--- config.mk ---
export PLATFORM = sky130hd
export DESIGN_NAME = gir_regs
export DESIGN_NICKNAME = d
export VERILOG_FILES = /design/src/design/gir_pkg.sv /design/src/design/gir_regs.sv
export VERILOG_INCLUDE_DIRS = /design/src /design/src/design
export SDC_FILE = /design/constraint.sdc
export NUM_CORES = 1
export LEC_CHECK = 0
export ABC_AREA = 0
export BUFFER_PORTS_ARGS = -buffer_cell sky130_fd_sc_hd__buf_2
export CAP_MARGIN = 20
export CORE_MARGIN = 5
export CORE_UTILIZATION = 45
export DETAILED_ROUTE_END_ITERATION = 8
export GPL_TIMING_DRIVEN = 0
export PLACE_DENSITY = 0.74
export SLEW_MARGIN = 20
export SYNTH_ARGS = -nofsm -noshare
export SYNTH_HDL_FRONTEND = slang
export SYNTH_SLANG_ARGS = --single-unit
--- constraint.sdc ---
create_clock -name clk_sys -period 4 [get_ports clk_sys]
set_input_delay 0.6 -clock clk_sys [delete_from_list [all_inputs] [get_ports clk_sys]]
set_output_delay 0.6 -clock clk_sys [all_outputs]
set_load 0.05 [all_outputs]
--- src/design/gir_defines.svh ---
// Register map, field positions, reset values and timing for the interrupt block
`ifndef GIR_DEFINES_SVH
`define GIR_DEFINES_SVH
// Register byte addresses
`define GIR_ADDR_FRAME_SYNC_PIN_FLAGS 8'h36
`define GIR_ADDR_PIN_CFG 8'h37
`define GIR_ADDR_MASK 8'h38
`define GIR_ADDR_FLAGS 8'h3A
`define GIR_ADDR_TEMP_H 8'h41
`define GIR_ADDR_TEMP_L 8'h42
`define GIR_ADDR_RATE_XH 8'h43
`define GIR_ADDR_RATE_XL 8'h44
`define GIR_ADDR_RATE_YH 8'h45
`define GIR_ADDR_RATE_YL 8'h46
`define GIR_ADDR_RATE_ZH 8'h47
`define GIR_ADDR_RATE_ZL 8'h48
`define GIR_ADDR_TEMP_RST 8'h68
// Pin configuration fields
`define GIR_CFG_ACT_LOW 7
`define GIR_CFG_OPEN_DRAIN 6
`define GIR_CFG_HOLD 5
`define GIR_CFG_ANY_RD_CLR 4
`define GIR_CFG_FS_ACT_LOW 3
`define GIR_CFG_FS_IRQ_EN 2
`define GIR_CFG_SECOND_PIN 0
`define GIR_CFG_USED 8'hFD
// Mask and flag fields
`define GIR_BIT_OVERFLOW 4
`define GIR_BIT_DRIVE_RDY 2
`define GIR_BIT_DATA_RDY 0
`define GIR_FLAG_USED 8'h15
`define GIR_BIT_FRAME_SYNC_PIN 7
`define GIR_BIT_TEMP_RST 0
// Reset values
`define GIR_RST_CFG 8'h00
`define GIR_RST_MASK 8'h00
`define GIR_RST_FLAGS 8'h00
// Timing: pulse width in microseconds, clock in MHz
`define GIR_PULSE_US 50
`define GIR_CLK_MHZ 125
`endif

--- src/design/gir_pkg.sv ---
// Types shared by the interrupt and sample register block
package gir_pkg;
    // One captured sensor sample set, high byte in bits 15:8
    typedef struct packed {
        logic [15:0] temp;
        logic [15:0] rate_x_sample;
        logic [15:0] rate_y_sample;
        logic [15:0] rate_z_sample;
    } gir_sample_t;

    // Hardware events raised by the sensor core, one-cycle pulses
    typedef struct packed {
        logic overflow;
        logic drive_ready;
        logic data_ready;
    } gir_events_t;
endpackage : gir_pkg

--- src/design/gir_regs.sv ---
// Interrupt configuration, flags, pin drive and sample registers
`include "gir_defines.svh"

module gir_regs #(
    parameter int PULSE_CYC = `GIR_PULSE_US * `GIR_CLK_MHZ
) (
    // Clock and reset
    input wire logic clk_sys,
    input wire logic rst_n,
    // Register access from the serial port engine
    input wire logic [7:0] reg_addr,
    input wire logic reg_wr,
    input wire logic reg_rd,
    input wire logic [7:0] reg_wdata,
    output logic [7:0] reg_rdata,
    // Sensor core side
    input wire gir_pkg::gir_sample_t sample_in,
    input wire logic sample_valid,
    input wire gir_pkg::gir_events_t events,
    input wire logic full_conditioning_reset,
    output logic temp_path_rst,
    // Frame-sync pin
    input wire logic frame_sync_pin,
    // Interrupt pins
    output logic irq_main_out,
    output logic irq_main_oe,
    output logic irq_aux_out,
    output logic irq_aux_oe
);
    localparam int CW = $clog2(PULSE_CYC + 1);

    // Refuse a pulse width the counter cannot hold
    if (PULSE_CYC < 1) begin : g_bad_pulse
        $error("PULSE_CYC must be at least 1");
    end

    logic [7:0] cfg_r;
    logic [7:0] mask_r;
    logic [7:0] flags_r;
    logic fs_flag_r;
    gir_pkg::gir_sample_t samp_r;
    logic fs_s1_r;
    logic fs_s2_r;
    logic fs_s3_r;
    logic fs_edge;
    logic rd_flags;
    logic rd_frame_sync_pin;
    logic [2:0] ev_en;
    logic [1:0] trig;
    logic [1:0] pend;
    logic [1:0] act;
    logic [CW-1:0] cnt_r [2];
    logic [1:0] pin_out_r;
    logic [1:0] pin_oe_r;

    // Byte select of a 16-bit sample, high byte on the even offset
    function automatic logic [7:0] pick(input logic [15:0] w, input logic hi);
        pick = hi ? w[15:8] : w[7:0];
    endfunction : pick

    // Pin drive: level follows polarity, open drain drives active level only
    function automatic logic [1:0] drive(input logic a, input logic [7:0] c);
        logic lvl;
        lvl = a ^ c[`GIR_CFG_ACT_LOW];
        drive = {lvl, a | ~c[`GIR_CFG_OPEN_DRAIN]};
    endfunction : drive

    // Configuration and mask writes
    // Reserved bits are dropped on the way in so they always read back as zero
    always_ff @(posedge clk_sys or negedge rst_n) begin
        if (!rst_n) begin
            cfg_r <= `GIR_RST_CFG;
            mask_r <= `GIR_RST_MASK;
        end else if (reg_wr) begin
            if (reg_addr == `GIR_ADDR_PIN_CFG) begin
                cfg_r <= reg_wdata & `GIR_CFG_USED;
            end
            if (reg_addr == `GIR_ADDR_MASK) begin
                mask_r <= reg_wdata & `GIR_FLAG_USED;
            end
        end
    end

    // Temperature path reset is a self-clearing pulse; samples are untouched
    always_ff @(posedge clk_sys or negedge rst_n) begin
        if (!rst_n) begin
            temp_path_rst <= 1'b0;
        end else begin
            temp_path_rst <= reg_wr && reg_addr == `GIR_ADDR_TEMP_RST
                && reg_wdata[`GIR_BIT_TEMP_RST];
        end
    end

    // Sample capture; only the full conditioning reset clears it
    always_ff @(posedge clk_sys or negedge rst_n) begin
        if (!rst_n) begin
            samp_r <= '0;
        end else if (full_conditioning_reset) begin
            samp_r <= '0;
        end else if (sample_valid) begin
            samp_r <= sample_in;
        end
    end

    // Frame-sync pin synchroniser plus one stage for edge detection
    // Only the second and third stages feed logic; the first may still be settling
    always_ff @(posedge clk_sys or negedge rst_n) begin
        if (!rst_n) begin
            fs_s1_r <= 1'b0;
            fs_s2_r <= 1'b0;
            fs_s3_r <= 1'b0;
        end else begin
            fs_s1_r <= frame_sync_pin;
            fs_s2_r <= fs_s1_r;
            fs_s3_r <= fs_s2_r;
        end
    end

    // Transition into the configured active level
    always_comb begin
        fs_edge = (fs_s2_r ^ cfg_r[`GIR_CFG_FS_ACT_LOW])
            & ~(fs_s3_r ^ cfg_r[`GIR_CFG_FS_ACT_LOW]);
    end

    // Read strobes that clear flags, optionally any read at all
    // The any-read mode trades precise clearing for fewer host accesses
    always_comb begin
        rd_flags = reg_rd && (reg_addr == `GIR_ADDR_FLAGS
            || cfg_r[`GIR_CFG_ANY_RD_CLR]);
        rd_frame_sync_pin = reg_rd && (reg_addr == `GIR_ADDR_FRAME_SYNC_PIN_FLAGS
            || cfg_r[`GIR_CFG_ANY_RD_CLR]);
    end

    // Sticky flags; a set in the same cycle as a read-clear wins
    // Non-blocking order puts the sets last, so an event never gets lost
    // when the host reads the flags in the very cycle it arrives
    always_ff @(posedge clk_sys or negedge rst_n) begin
        if (!rst_n) begin
            flags_r <= `GIR_RST_FLAGS;
        end else begin
            if (rd_flags) begin
                flags_r <= '0;
            end
            if (events.overflow) begin
                flags_r[`GIR_BIT_OVERFLOW] <= 1'b1;
            end
            if (events.drive_ready) begin
                flags_r[`GIR_BIT_DRIVE_RDY] <= 1'b1;
            end
            if (events.data_ready) begin
                flags_r[`GIR_BIT_DATA_RDY] <= 1'b1;
            end
        end
    end

    // Frame-sync flag, raised only while its interrupt is enabled
    // Polled through its own byte so the main flag byte keeps its layout
    always_ff @(posedge clk_sys or negedge rst_n) begin
        if (!rst_n) begin
            fs_flag_r <= 1'b0;
        end else if (fs_edge && cfg_r[`GIR_CFG_FS_IRQ_EN]) begin
            fs_flag_r <= 1'b1;
        end else if (rd_frame_sync_pin) begin
            fs_flag_r <= 1'b0;
        end
    end

    // Enabled new events and enabled pending flags, routed per pin
    // Masked flags still latch but never reach a pin
    always_comb begin
        ev_en[2] = events.overflow & mask_r[`GIR_BIT_OVERFLOW];
        ev_en[1] = events.drive_ready & mask_r[`GIR_BIT_DRIVE_RDY];
        ev_en[0] = events.data_ready & mask_r[`GIR_BIT_DATA_RDY];
        // Data ready always on main pin, others follow the second-pin bit
        trig[0] = ev_en[0] | (~cfg_r[`GIR_CFG_SECOND_PIN]
            & (ev_en[2] | ev_en[1] | (fs_edge & cfg_r[`GIR_CFG_FS_IRQ_EN])));
        trig[1] = cfg_r[`GIR_CFG_SECOND_PIN]
            & (ev_en[2] | ev_en[1] | (fs_edge & cfg_r[`GIR_CFG_FS_IRQ_EN]));
        pend[0] = (flags_r[0] & mask_r[0]) | (~cfg_r[`GIR_CFG_SECOND_PIN]
            & (|(flags_r[4:1] & mask_r[4:1]) | fs_flag_r));
        pend[1] = cfg_r[`GIR_CFG_SECOND_PIN]
            & (|(flags_r[4:1] & mask_r[4:1]) | fs_flag_r);
    end

    // Per pin: pulse counter, active term and registered pad drive
    for (genvar p = 0; p < 2; p++) begin : g_pin
        // Pulse mode restarts the full width on every new interrupt
        always_ff @(posedge clk_sys or negedge rst_n) begin
            if (!rst_n) begin
                cnt_r[p] <= '0;
            end else if (trig[p] && !cfg_r[`GIR_CFG_HOLD]) begin
                cnt_r[p] <= CW'(PULSE_CYC);
            end else if (cnt_r[p] != '0) begin
                cnt_r[p] <= cnt_r[p] - CW'(1);
            end
        end

        // Hold mode follows the flags, pulse mode the counter
        always_comb begin
            act[p] = cfg_r[`GIR_CFG_HOLD] ? pend[p] : (cnt_r[p] != '0);
        end

        // Pad flops keep the pin free of decode glitches
        // at the cost of one cycle of extra latency on every interrupt
        always_ff @(posedge clk_sys or negedge rst_n) begin
            if (!rst_n) begin
                pin_out_r[p] <= 1'b0;
                pin_oe_r[p] <= 1'b1;
            end else begin
                {pin_out_r[p], pin_oe_r[p]} <= drive(act[p], cfg_r);
            end
        end
    end

    assign irq_main_out = pin_out_r[0];
    assign irq_main_oe = pin_oe_r[0];
    assign irq_aux_out = pin_out_r[1];
    assign irq_aux_oe = pin_oe_r[1];

    // Registered read data, one cycle after the read strobe
    // Samples are not shadowed, so a host must fetch both bytes back to back
    always_ff @(posedge clk_sys or negedge rst_n) begin
        if (!rst_n) begin
            reg_rdata <= '0;
        end else if (reg_rd) begin
            unique case (reg_addr)
                `GIR_ADDR_FRAME_SYNC_PIN_FLAGS: reg_rdata <= {fs_flag_r, 7'h00};
                `GIR_ADDR_PIN_CFG: reg_rdata <= cfg_r;
                `GIR_ADDR_MASK: reg_rdata <= mask_r;
                `GIR_ADDR_FLAGS: reg_rdata <= flags_r;
                `GIR_ADDR_TEMP_H: reg_rdata <= pick(samp_r.temp, 1'b1);
                `GIR_ADDR_TEMP_L: reg_rdata <= pick(samp_r.temp, 1'b0);
                `GIR_ADDR_RATE_XH: reg_rdata <= pick(samp_r.rate_x_sample, 1'b1);
                `GIR_ADDR_RATE_XL: reg_rdata <= pick(samp_r.rate_x_sample, 1'b0);
                `GIR_ADDR_RATE_YH: reg_rdata <= pick(samp_r.rate_y_sample, 1'b1);
                `GIR_ADDR_RATE_YL: reg_rdata <= pick(samp_r.rate_y_sample, 1'b0);
                `GIR_ADDR_RATE_ZH: reg_rdata <= pick(samp_r.rate_z_sample, 1'b1);
                `GIR_ADDR_RATE_ZL: reg_rdata <= pick(samp_r.rate_z_sample, 1'b0);
                default: reg_rdata <= 8'h00; // Unmapped and write-only read zero
            endcase
        end
    end

    // Checks on flag, pin and sample behaviour
    // Pin checks compare against the settings seen one edge earlier
    chk_data_ready_set: assert property (@(posedge clk_sys) disable iff (!rst_n)
        events.data_ready |=> flags_r[`GIR_BIT_DATA_RDY])
        else $error("data ready flag not set");

    chk_overflow_set: assert property (@(posedge clk_sys) disable iff (!rst_n)
        events.overflow |=> flags_r[`GIR_BIT_OVERFLOW])
        else $error("overflow flag not set");

    chk_flag_read_clear: assert property (@(posedge clk_sys) disable iff (!rst_n)
        reg_rd && reg_addr == `GIR_ADDR_FLAGS && !events.data_ready
        |=> !flags_r[`GIR_BIT_DATA_RDY])
        else $error("data ready flag not cleared by read");

    chk_pulse_start: assert property (@(posedge clk_sys) disable iff (!rst_n)
        trig[0] && !cfg_r[`GIR_CFG_HOLD] |=> cnt_r[0] == CW'(PULSE_CYC)
        ##1 act[0] [*2])
        else $error("pulse did not start at full width");

    chk_pin_polarity: assert property (@(posedge clk_sys) disable iff (!rst_n)
        1'b1 |=> irq_main_out == ($past(act[0]) ^ $past(cfg_r[`GIR_CFG_ACT_LOW])))
        else $error("main pin level wrong for polarity");

    chk_open_drain: assert property (@(posedge clk_sys) disable iff (!rst_n)
        !act[1] && cfg_r[`GIR_CFG_OPEN_DRAIN] |=> !irq_aux_oe)
        else $error("open drain pin driven while idle");

    chk_aux_unused: assert property (@(posedge clk_sys) disable iff (!rst_n)
        !cfg_r[`GIR_CFG_SECOND_PIN] && cfg_r[`GIR_CFG_HOLD]
        |=> irq_aux_out == $past(cfg_r[`GIR_CFG_ACT_LOW]))
        else $error("aux pin active with second pin off");

    chk_temp_rst_keep: assert property (@(posedge clk_sys) disable iff (!rst_n)
        temp_path_rst && !sample_valid && !full_conditioning_reset |=> $stable(samp_r))
        else $error("temperature reset disturbed samples");

    chk_full_clear: assert property (@(posedge clk_sys) disable iff (!rst_n)
        full_conditioning_reset |=> samp_r == '0)
        else $error("samples not cleared by full reset");

    chk_frame_sync_pin_raise: assert property (@(posedge clk_sys) disable iff (!rst_n)
        fs_edge && cfg_r[`GIR_CFG_FS_IRQ_EN] |=> fs_flag_r)
        else $error("frame-sync flag not raised");

    chk_frame_sync_pin_quiet: assert property (@(posedge clk_sys) disable iff (!rst_n)
        !cfg_r[`GIR_CFG_FS_IRQ_EN] && !fs_flag_r |=> !fs_flag_r)
        else $error("frame-sync flag raised while disabled");

    chk_frame_sync_pin_clear: assert property (@(posedge clk_sys) disable iff (!rst_n)
        rd_frame_sync_pin && !(fs_edge && cfg_r[`GIR_CFG_FS_IRQ_EN]) |=> !fs_flag_r)
        else $error("frame-sync flag not cleared by read");

    chk_drive_ready_set: assert property (@(posedge clk_sys) disable iff (!rst_n)
        events.drive_ready |=> flags_r[`GIR_BIT_DRIVE_RDY])
        else $error("drive ready flag not set");

    chk_any_read_clear: assert property (@(posedge clk_sys) disable iff (!rst_n)
        reg_rd && cfg_r[`GIR_CFG_ANY_RD_CLR] && events == '0 |=> flags_r == 8'h00)
        else $error("flags not cleared by any read");

    chk_flags_readback: assert property (@(posedge clk_sys) disable iff (!rst_n)
        reg_rd && reg_addr == `GIR_ADDR_FLAGS |=> reg_rdata == $past(flags_r))
        else $error("flag byte read back wrong");

    chk_rdata_hold: assert property (@(posedge clk_sys) disable iff (!rst_n)
        !reg_rd |=> $stable(reg_rdata))
        else $error("read data changed without a read");

    chk_temp_rst_pulse: assert property (@(posedge clk_sys) disable iff (!rst_n)
        reg_wr && reg_addr == `GIR_ADDR_TEMP_RST && reg_wdata[`GIR_BIT_TEMP_RST]
        |=> temp_path_rst)
        else $error("temperature reset pulse missing");

    chk_push_pull: assert property (@(posedge clk_sys) disable iff (!rst_n)
        !cfg_r[`GIR_CFG_OPEN_DRAIN] |=> irq_main_oe && irq_aux_oe)
        else $error("push-pull pin released");

    chk_masked_quiet: assert property (@(posedge clk_sys) disable iff (!rst_n)
        cfg_r[`GIR_CFG_HOLD] && !(|(flags_r & mask_r)) && !fs_flag_r
        |=> irq_main_out == $past(cfg_r[`GIR_CFG_ACT_LOW])
        && irq_aux_out == $past(cfg_r[`GIR_CFG_ACT_LOW]))
        else $error("pin active with no enabled flag");

    chk_data_ready_main: assert property (@(posedge clk_sys) disable iff (!rst_n)
        cfg_r[`GIR_CFG_HOLD] && flags_r[`GIR_BIT_DATA_RDY] && mask_r[`GIR_BIT_DATA_RDY]
        |=> irq_main_out == !$past(cfg_r[`GIR_CFG_ACT_LOW]))
        else $error("data ready not on main pin");

    // Cycles the main pin term has stood in pulse mode; a retrigger restarts it
    logic [CW:0] width_r;
    always_ff @(posedge clk_sys or negedge rst_n) begin
        if (!rst_n) begin
            width_r <= '0;
        end else if (trig[0] || !act[0] || cfg_r[`GIR_CFG_HOLD]) begin
            width_r <= '0;
        end else begin
            width_r <= width_r + (CW+1)'(1);
        end
    end

    chk_width_limit: assert property (@(posedge clk_sys) disable iff (!rst_n)
        width_r <= (CW+1)'(PULSE_CYC))
        else $error("pulse longer than its fixed width");

    // Scenarios that the bench should reach at least once

    cov_pulse_done: cover property (@(posedge clk_sys) disable iff (!rst_n)
        act[0] ##1 !act[0]);
    cov_frame_sync_pin_aux: cover property (@(posedge clk_sys) disable iff (!rst_n)
        fs_flag_r && cfg_r[`GIR_CFG_SECOND_PIN] && act[1]);
    cov_set_and_clear: cover property (@(posedge clk_sys) disable iff (!rst_n)
        rd_flags && events.data_ready);
    cov_retrigger: cover property (@(posedge clk_sys) disable iff (!rst_n)
        trig[0] && act[0]);
    cov_drain_release: cover property (@(posedge clk_sys) disable iff (!rst_n)
        irq_main_oe ##1 !irq_main_oe);
endmodule : gir_regs

==> results of run 1 <==
## registers in the layout (all words and copies together), names as in the netlist, 3 cells and up
register	flops
samp_r	64
mask_r	3
flags_r	3
reg_rdata	8
cfg_r	7
cnt_r	26
## cell type report
cell class / instances / area, µm²
buffer: 30 / 121.4
clock buffer: 23 / 457.9
clock inverter: 9 / 100.1
fill: 1150 / 5557
inverter: 7 / 26.28
multi-input combinational: 397 / 2720
sequential: 120 / 3005
tap: 172 / 215.2
timing repair buffer: 98 / 519.2
## critical path, stage by stage, from the launching register on
cell and delay (ps):
dfrtp_1 390, nor4_1 490, nand4b_1 410, nor2_1 510, mux2_2 390, nand2_1 70
## power by group through the flow
stage / clock network, mW / logic (mW) / registers, mW
after global routing: 1.53 / 0.606 / 1.52
final: 1.46 / 0.539 / 1.50
after detailed placement: 0 / 0.536 / 1.51
after global placement: 0 / 0.507 / 1.51
after CTS: 1.48 / 0.542 / 1.50
after floorplan: 0 / 0.359 / 1.49
## cells in the final DEF, fill, tap and decap left out, types with 5 or more instances in the layout
cell / count
a21o_1: 6
a21oi_1: 9
a22oi_1: 12
and3_1: 7
and3b_1: 5
buf_2: 97
clkbuf_1: 30
clkbuf_16: 17
clkinv_2: 5
dfrtp_1: 118
inv_1: 7
mux2_2: 18
mux2i_1: 72
nand2_1: 32
nand2b_1: 6
nand3_1: 9
nor2_1: 94
nor3_1: 10
nor3b_1: 7
o21ai_0: 22
or3_1: 6
xor2_1: 12
## through the flow
step	util [%]	hold slack (ps)
3_5_place_dp	51.94	337.3
2_1_floorplan	-	304.4
4_1_cts	56.32	176.3
3_3_place_gp	51.67	334.8
5_1_grt	56.32	214.7
6_report	56.32	160.5
## final timing paths
check	slack, ps	to	from	depth (start not counted)
worst min register to register	350	fs_s2_r	fs_s1_r	0
max in group asynchronous	3100	irq_main_oe	rst_n	2
min in group clk_sys	290	fs_s1_r	frame_sync_pin	1
worst max register to register	1660	cnt_r[1]	cnt_r[7]	5
worst max-delay path	1660	cnt_r[1]	cnt_r[7]	5
worst min-delay path	160	samp_r[45]	rst_n	1
## layer usage
| metal | routed length, µm | GRT usage [%] | vias to the layer above |
|---|---|---|---|
| met3 | 1017 | 6.518 | 41 |
| li1 | - | - | 2214 |
| met5 | 0 | 0 | - |
| met2 | 7634 | 34.16 | 207 |
| met1 | 6907 | 26.26 | 2348 |
| met4 | 531 | 9.800 | 0 |
## synthesized netlist by cell type (5+ instances only)
master      n  area (µm²)
nand2b_1    6       37.54
nand2_1    32       120.1
and3b_1     5       43.79
xor2_1     12       105.1
inv_1       7       26.28
clkbuf_1   25       93.84
mux2i_1    72       720.7
o21ai_0    22       110.1
a21oi_1     9       45.04
or3_1       6       37.54
a21o_1      6       45.04
and3_1      7       43.79
a22oi_1    12       90.09
nor3_1     10       50.05
nor3b_1     7       52.55
nor2_1     94       352.8
nand3_1     9       45.04
dfrtp_1   118        2953
mux2_2     18       202.7
## kinds of logic after synthesis
group	after synthesis	share of synthesized area, %
AO/OA/AOI/OAI	79	8.969
XOR/XNOR	16	2.386
adder cells (fa/ha/maj)	4	0.8522
buffers and inverters	37	2.514
flip-flops	120	51.17
multiplexers	93	16.87
AND/OR/NAND/NOR	205	17.23
==> flow_summary.yaml, run 1 <==
timing:
  finalHoldViolations: 0
  tns_ps: 0
  fmax_mhz: 427.7
  finalSetupViolations: 0
  max-slew-margin-rel_pct: 37.89
  min_period_ps: 2338
  worstMarginPinSlew_ps: 918.7
  skew_ps: 8.270
  setup_ws_ps: 1662
  rsz0062_at_grt: "false"
  min_period_over_period_pct: 58.45
  slew_violations: 0
drt:
  routedWlPerCell_um: 18.80
  first_pass_iters: 5
  final_antenna_net_count: 0
  remaining_drc_errors: 0
  totalWireLength_mm: 16.09
  vias: 4810
  drt_iter0_drc: 443
  viasPerCell: 5.619
synth:
  syn_nets: 648
  ys_ff_latch: 120
  synthArstFlopShare_pct: 100.0
  synth_edf_count: 0
  syn-instance-count: 554
  synth_area_um2: 5873
  yosysWarnings: 0
  yosys.cell_types.count: 57
  synth_flop_cell: "dfrtp_1"
  synth.yosys.seq_area_share_pct: 51.17
  syn-mean-instance-area_um2: 10.60
power:
  p_sw_uw: 978.6
  pwr-share-comb_pct: 15.4
  swShare_pct: 27.93
  p_per_area_nw_per_um2: 489.0
  p_int_mw: 2.526
  power_mw: 3.504
  p_leak_nw: 3.356
  vdd_ir_drop_max_mv: 0.2575
  clkPwrFrac_pct: 41.8
  sequentialPowerShare_pct: 42.8
run_status:
  outcome: "completed"
placement:
  post-dp-hpwl_mm: 11.76
  io_buffers: 97
  dp_cells: 824
  placed_area_um2: 6608
  pre_cts_ws_ps: 1319
  gp_congestion: 0.9506
critical_path:
  endpoint_kind: "flop"
  critPathMaxFanout: 9
  critPathLaunchType: "flop"
  arrival_ps: 2690
  critical_path_class: "flop to flop"
  crit_required_ps: 4350
grt:
  grt_overflow: 0
  grt_pass1_vias: 5092
  grt_use_total_pct: 21.25
  grt_max_degree: 64
  grt_pass1_wl_mm: 26.21
  antenna_found_initial: 0
clocking:
  ctsHtreeMaxLevel: 4
  post-cts-setup-buffers: 0
  clk_pin_slew_ps: 60
  cts_sinks: 120
  clk_latency_ps: 420
  cts_buffers: 17
  clock_path_buffers: 2
  clockRootBuffer: "clkbuf_16"
  cts_tree: "yes"
  cts-resized-gates: 0
  hold_buffers: 0
cells_and_area:
  synthToLayoutAreaGrowth_pct: 22.01
  drive_gt1_share_pct: 22.81
  antenna_cells: 0
  fin_nets: 765
  finalNonFillerCells: 856
  final_area_um2: 7166
job:
  max_cap_viol_count: 0
die:
  dieWidth_um: 124.2
  die_y_um: 124.2
  core_um2: 12720
  start_util_pct: 46.16
  io_pins: 103
  die_area_um2: 15440
  rows: 41
hold_path:
  hp-class: "input pin to async pin"
No activity file was read; power rests on OpenSTA's default activity.
==> run 2, diff against run 1 <==
--- a/config.mk
+++ b/config.mk
@@ -6,7 +6,7 @@
 export SDC_FILE = /design/constraint.sdc
 export NUM_CORES = 1
 export LEC_CHECK = 0
-export ABC_AREA = 0
+export ABC_AREA = 1
 export BUFFER_PORTS_ARGS = -buffer_cell sky130_fd_sc_hd__buf_2
 export CAP_MARGIN = 20
 export CORE_MARGIN = 5
==> constraint.sdc (replaced) <==
create_clock -name clk_sys -period 2.4 [get_ports clk_sys]
set_input_delay 0.36 -clock clk_sys [delete_from_list [all_inputs] [get_ports clk_sys]]
set_output_delay 0.36 -clock clk_sys [all_outputs]
set_load 0.05 [all_outputs]
==> run 2 against run 1 <==
  * Setup slack worse by 860 ps
  * Via count is 14% higher
  * Critical path depth is 4 higher
  * Non-clock buffer count is 7 higher
  * Clock power is 85% higher
  * Global-route usage is 0.30 points lower
  * Area after synthesis is 2.8% higher
  * Register-to-register slack worse by 860 ps
  * Die area is 2.6% higher
  * Flip-flop and latch count stayed put
  * Sequential power is 66% higher
  * Largest power group is now the clock network
  * Highest routed layer unchanged
==> flow_summary.yaml, run 2 <==
synth:
  synth_area_um2: 6036
  yosys.area_share.xor_xnor_pct: 2.177
  ys_ff_latch: 120
  yosysTopAreaCellShare_pct: 48.92
  ys_top_cells_by_area: "dfrtp_1, nand3_1, nand2_1"
  synthTopCellsByCount: "nand3_1, nand2_1, dfrtp_1"
  synthAdderAreaFrac_pct: 0.8292
  synth_compound_area_share_pct: 9.017
  synth-simple-area-share_pct: 27.38
  syn-instance-count: 762
  yosysWarnings: 0
  syn_nets: 856
  syn-mean-instance-area_um2: 7.921
  synth_most_common_cell: "nand3_1"
  synth.yosys.seq_area_share_pct: 49.79
  yosys.cell_types.count: 34
  synth_flop_cell: "dfrtp_1"
  synthMuxAreaShare_pct: 0.3731
  synthArstFlopShare_pct: 100.0
  synth_top_family_by_area: "simple AND/OR/NAND/NOR gates"
  synth_edf_count: 0
  synth.largest_area_cell: "dfrtp_1"
critical_path:
  path_cells: "inv_1, ha_1, nand2_1, nor2_1, nand2_1, buf_6, nand3_1, o21ai_0, nand3_1"
  critical_path_class: "flop to flop"
  worstRegToRegCells: 9
  cp_slowest_stage_delay_ps: 370
  endpoint_kind: "flop"
  rr_startpoint: "cnt_r[0]"
  arrival_ps: 1870
  critPathLaunchType: "flop"
  critPathMaxFanout: 10
  r2r_slack_ps: 800
  r2r-end: "cnt_r[5]"
  crit_required_ps: 2670
  cp_slowest_cell: "dfrtp_1"
job:
  max_cap_viol_count: 0
timing:
  skew_ps: 14.84
  setup_ws_ps: 800.4
  worstMarginPinSlew_ps: 561.1
  min_period_ps: 1600
  fmax_mhz: 625.2
  slew_violations: 0
  finalHoldViolations: 0
  max-slew-margin-rel_pct: 62.59
  finalSetupViolations: 0
  min_period_over_period_pct: 66.65
  tns_ps: 0
  rsz0062_at_grt: "false"
placement:
  pre_cts_ws_ps: 741.7
  gp_congestion: 0.8712
  dp_cells: 1039
  io_buffers: 100
  placed_area_um2: 6790
  post-dp-hpwl_mm: 11.90
clocking:
  cts_buffers: 17
  cts_tree: "yes"
  clk_pin_slew_ps: 50
  clock_path_buffers: 2
  cts_sinks: 120
  clockRootBuffer: "clkbuf_16"
  clk_latency_ps: 420
  post-cts-setup-buffers: 0
  ctsHtreeMaxLevel: 4
die:
  start_util_pct: 45.76
  rows: 42
  io_pins: 103
  die_area_um2: 15830
  core_um2: 13190
  dieWidth_um: 125.8
  die_y_um: 125.8
cells_and_area:
  largest-register: "samp_r"
  regArea_um2: 3005
  multi_input_area_um2: 2401
  finalNonFillerCells: 1072
  fill_cells: 1227
  antenna_cells: 0
  largest_reg_flops: 64
  final_common_cell: "nand3_1"
  reg.largest.list: "samp_r (64), cnt_r (26), reg_rdata (8)"
  synthToLayoutAreaGrowth_pct: 23.11
  final_area_um2: 7431
  utilization_pct: 56.34
  final_cell_mix: "nand3_1, nand2_1, dfrtp_1"
  drive_gt1_share_pct: 19.31
  fin_nets: 977
grt:
  grt_use_met3_pct: 4.996
  grt_use_total_pct: 20.95
  grtUsageMet2_pct: 33.89
  grt_pass1_wl_mm: 26.39
  grt_max_degree: 64
  grtUsageMet1_pct: 28.01
  busiest_layer: "met2"
  grt_overflow: 0
  antenna_found_initial: 0
  grt_pass1_vias: 5293
drt:
  routedWlPerCell_um: 15.15
  final_antenna_net_count: 0
  first_pass_iters: 7
  vias: 5502
  totalWireLength_mm: 16.25
  viasPerCell: 5.132
  remaining_drc_errors: 0
  drt_iter0_drc: 424
power:
  clkPwrFrac_pct: 43.9
  pwr-share-comb_pct: 15.6
  swShare_pct: 27.69
  sequentialPowerShare_pct: 40.5
  vdd_ir_drop_max_mv: 0.5361
  p_leak_nw: 3.718
  p_per_area_nw_per_um2: 827.1
  p_sw_mw: 1.702
  p_int_mw: 4.444
hold_path:
  min_to: "fs_s1_r"
  holdPathStages: 1
  min_from: "frame_sync_pin"
  hp-class: "input pin to flop"
run_status:
  outcome: "completed"
## run 2: timing repair
item	CTS	global route
gates resized for setup	0	0
hold buffers	1	0
endpoints found under the setup margin	0	0
hold endpoints to repair	57	0
## run 2: metal layers
| metal | part of all wire, % | vias up | wire [µm] |
|---|---|---|---|
| met5 | 0 | - | 0 |
| met2 | 48 | 217 | 7753 |
| met3 | 7.3 | 24 | 1178 |
| li1 | - | 2703 | - |
| met1 | 43 | 2558 | 6973 |
| met4 | 2.1 | 0 | 340 |
## run 2: critical path: cells and delay by family, from the launching register on
family	cells	cell delay [ps]
buffers and inverters	2	250
adders and majority gates	1	190
and+or+nand+nor	5	460
AOI/OAI and AO/OA	1	200
DFF	1	370
## run 2: worst max path at each step
| stage | startpoint | end | cells after the start |
|---|---|---|---|
| after floorplan | cnt_r[0] | cnt_r[10] | 7 |
| after global placement | rst_n | samp_r[14] | 1 |
| after detailed placement | full_conditioning_reset | samp_r[18] | 5 |
| after CTS | cnt_r[0] | cnt_r[5] | 9 |
| after global routing | cnt_r[19] | cnt_r[21] | 8 |
| final | cnt_r[0] | cnt_r[5] | 9 |
## run 2: power by group through the flow
stage / Clock [mW] / Sequential (mW) / Combinational [mW]
after detailed placement: 0 / 2.52 / 0.948
after CTS: 2.72 / 2.49 / 0.966
after global routing: 2.82 / 2.53 / 1.10
after floorplan: 0 / 2.50 / 0.643
after global placement: 0 / 2.51 / 0.914
final: 2.70 / 2.49 / 0.960
## run 2: through the flow
stage,power [mW],hold slack (ps)
global route,6.450,51.80
CTS,6.177,50.71
floorplan,3.146,64.41
detailed placement,3.464,337.1
global placement,3.425,335.7
finish,6.146,66.29
## run 2: final cells by class
cell class | instances | area share, %
well taps | 176 | 2.963
flip-flops and latches | 120 | 40.44
clock inverters | 12 | 2.340
repair buffers | 102 | 7.324
inverters | 119 | 6.045
multi-input cells | 490 | 32.31
plain buffers | 33 | 2.425
clock buffers | 20 | 6.146
## run 2: logic make-up (layout without fill, tap and decap cells)
family                     count (synthesis)  count (layout)
buffers and inverters                    152             286
xor gates and xnor gates                  15              15
AOI/OAI and AO/OA                        104             104
muxes                                      2               2
adders and majority gates                  4               4
DFF                                      120             120
and+or+nand+nor                          365             365
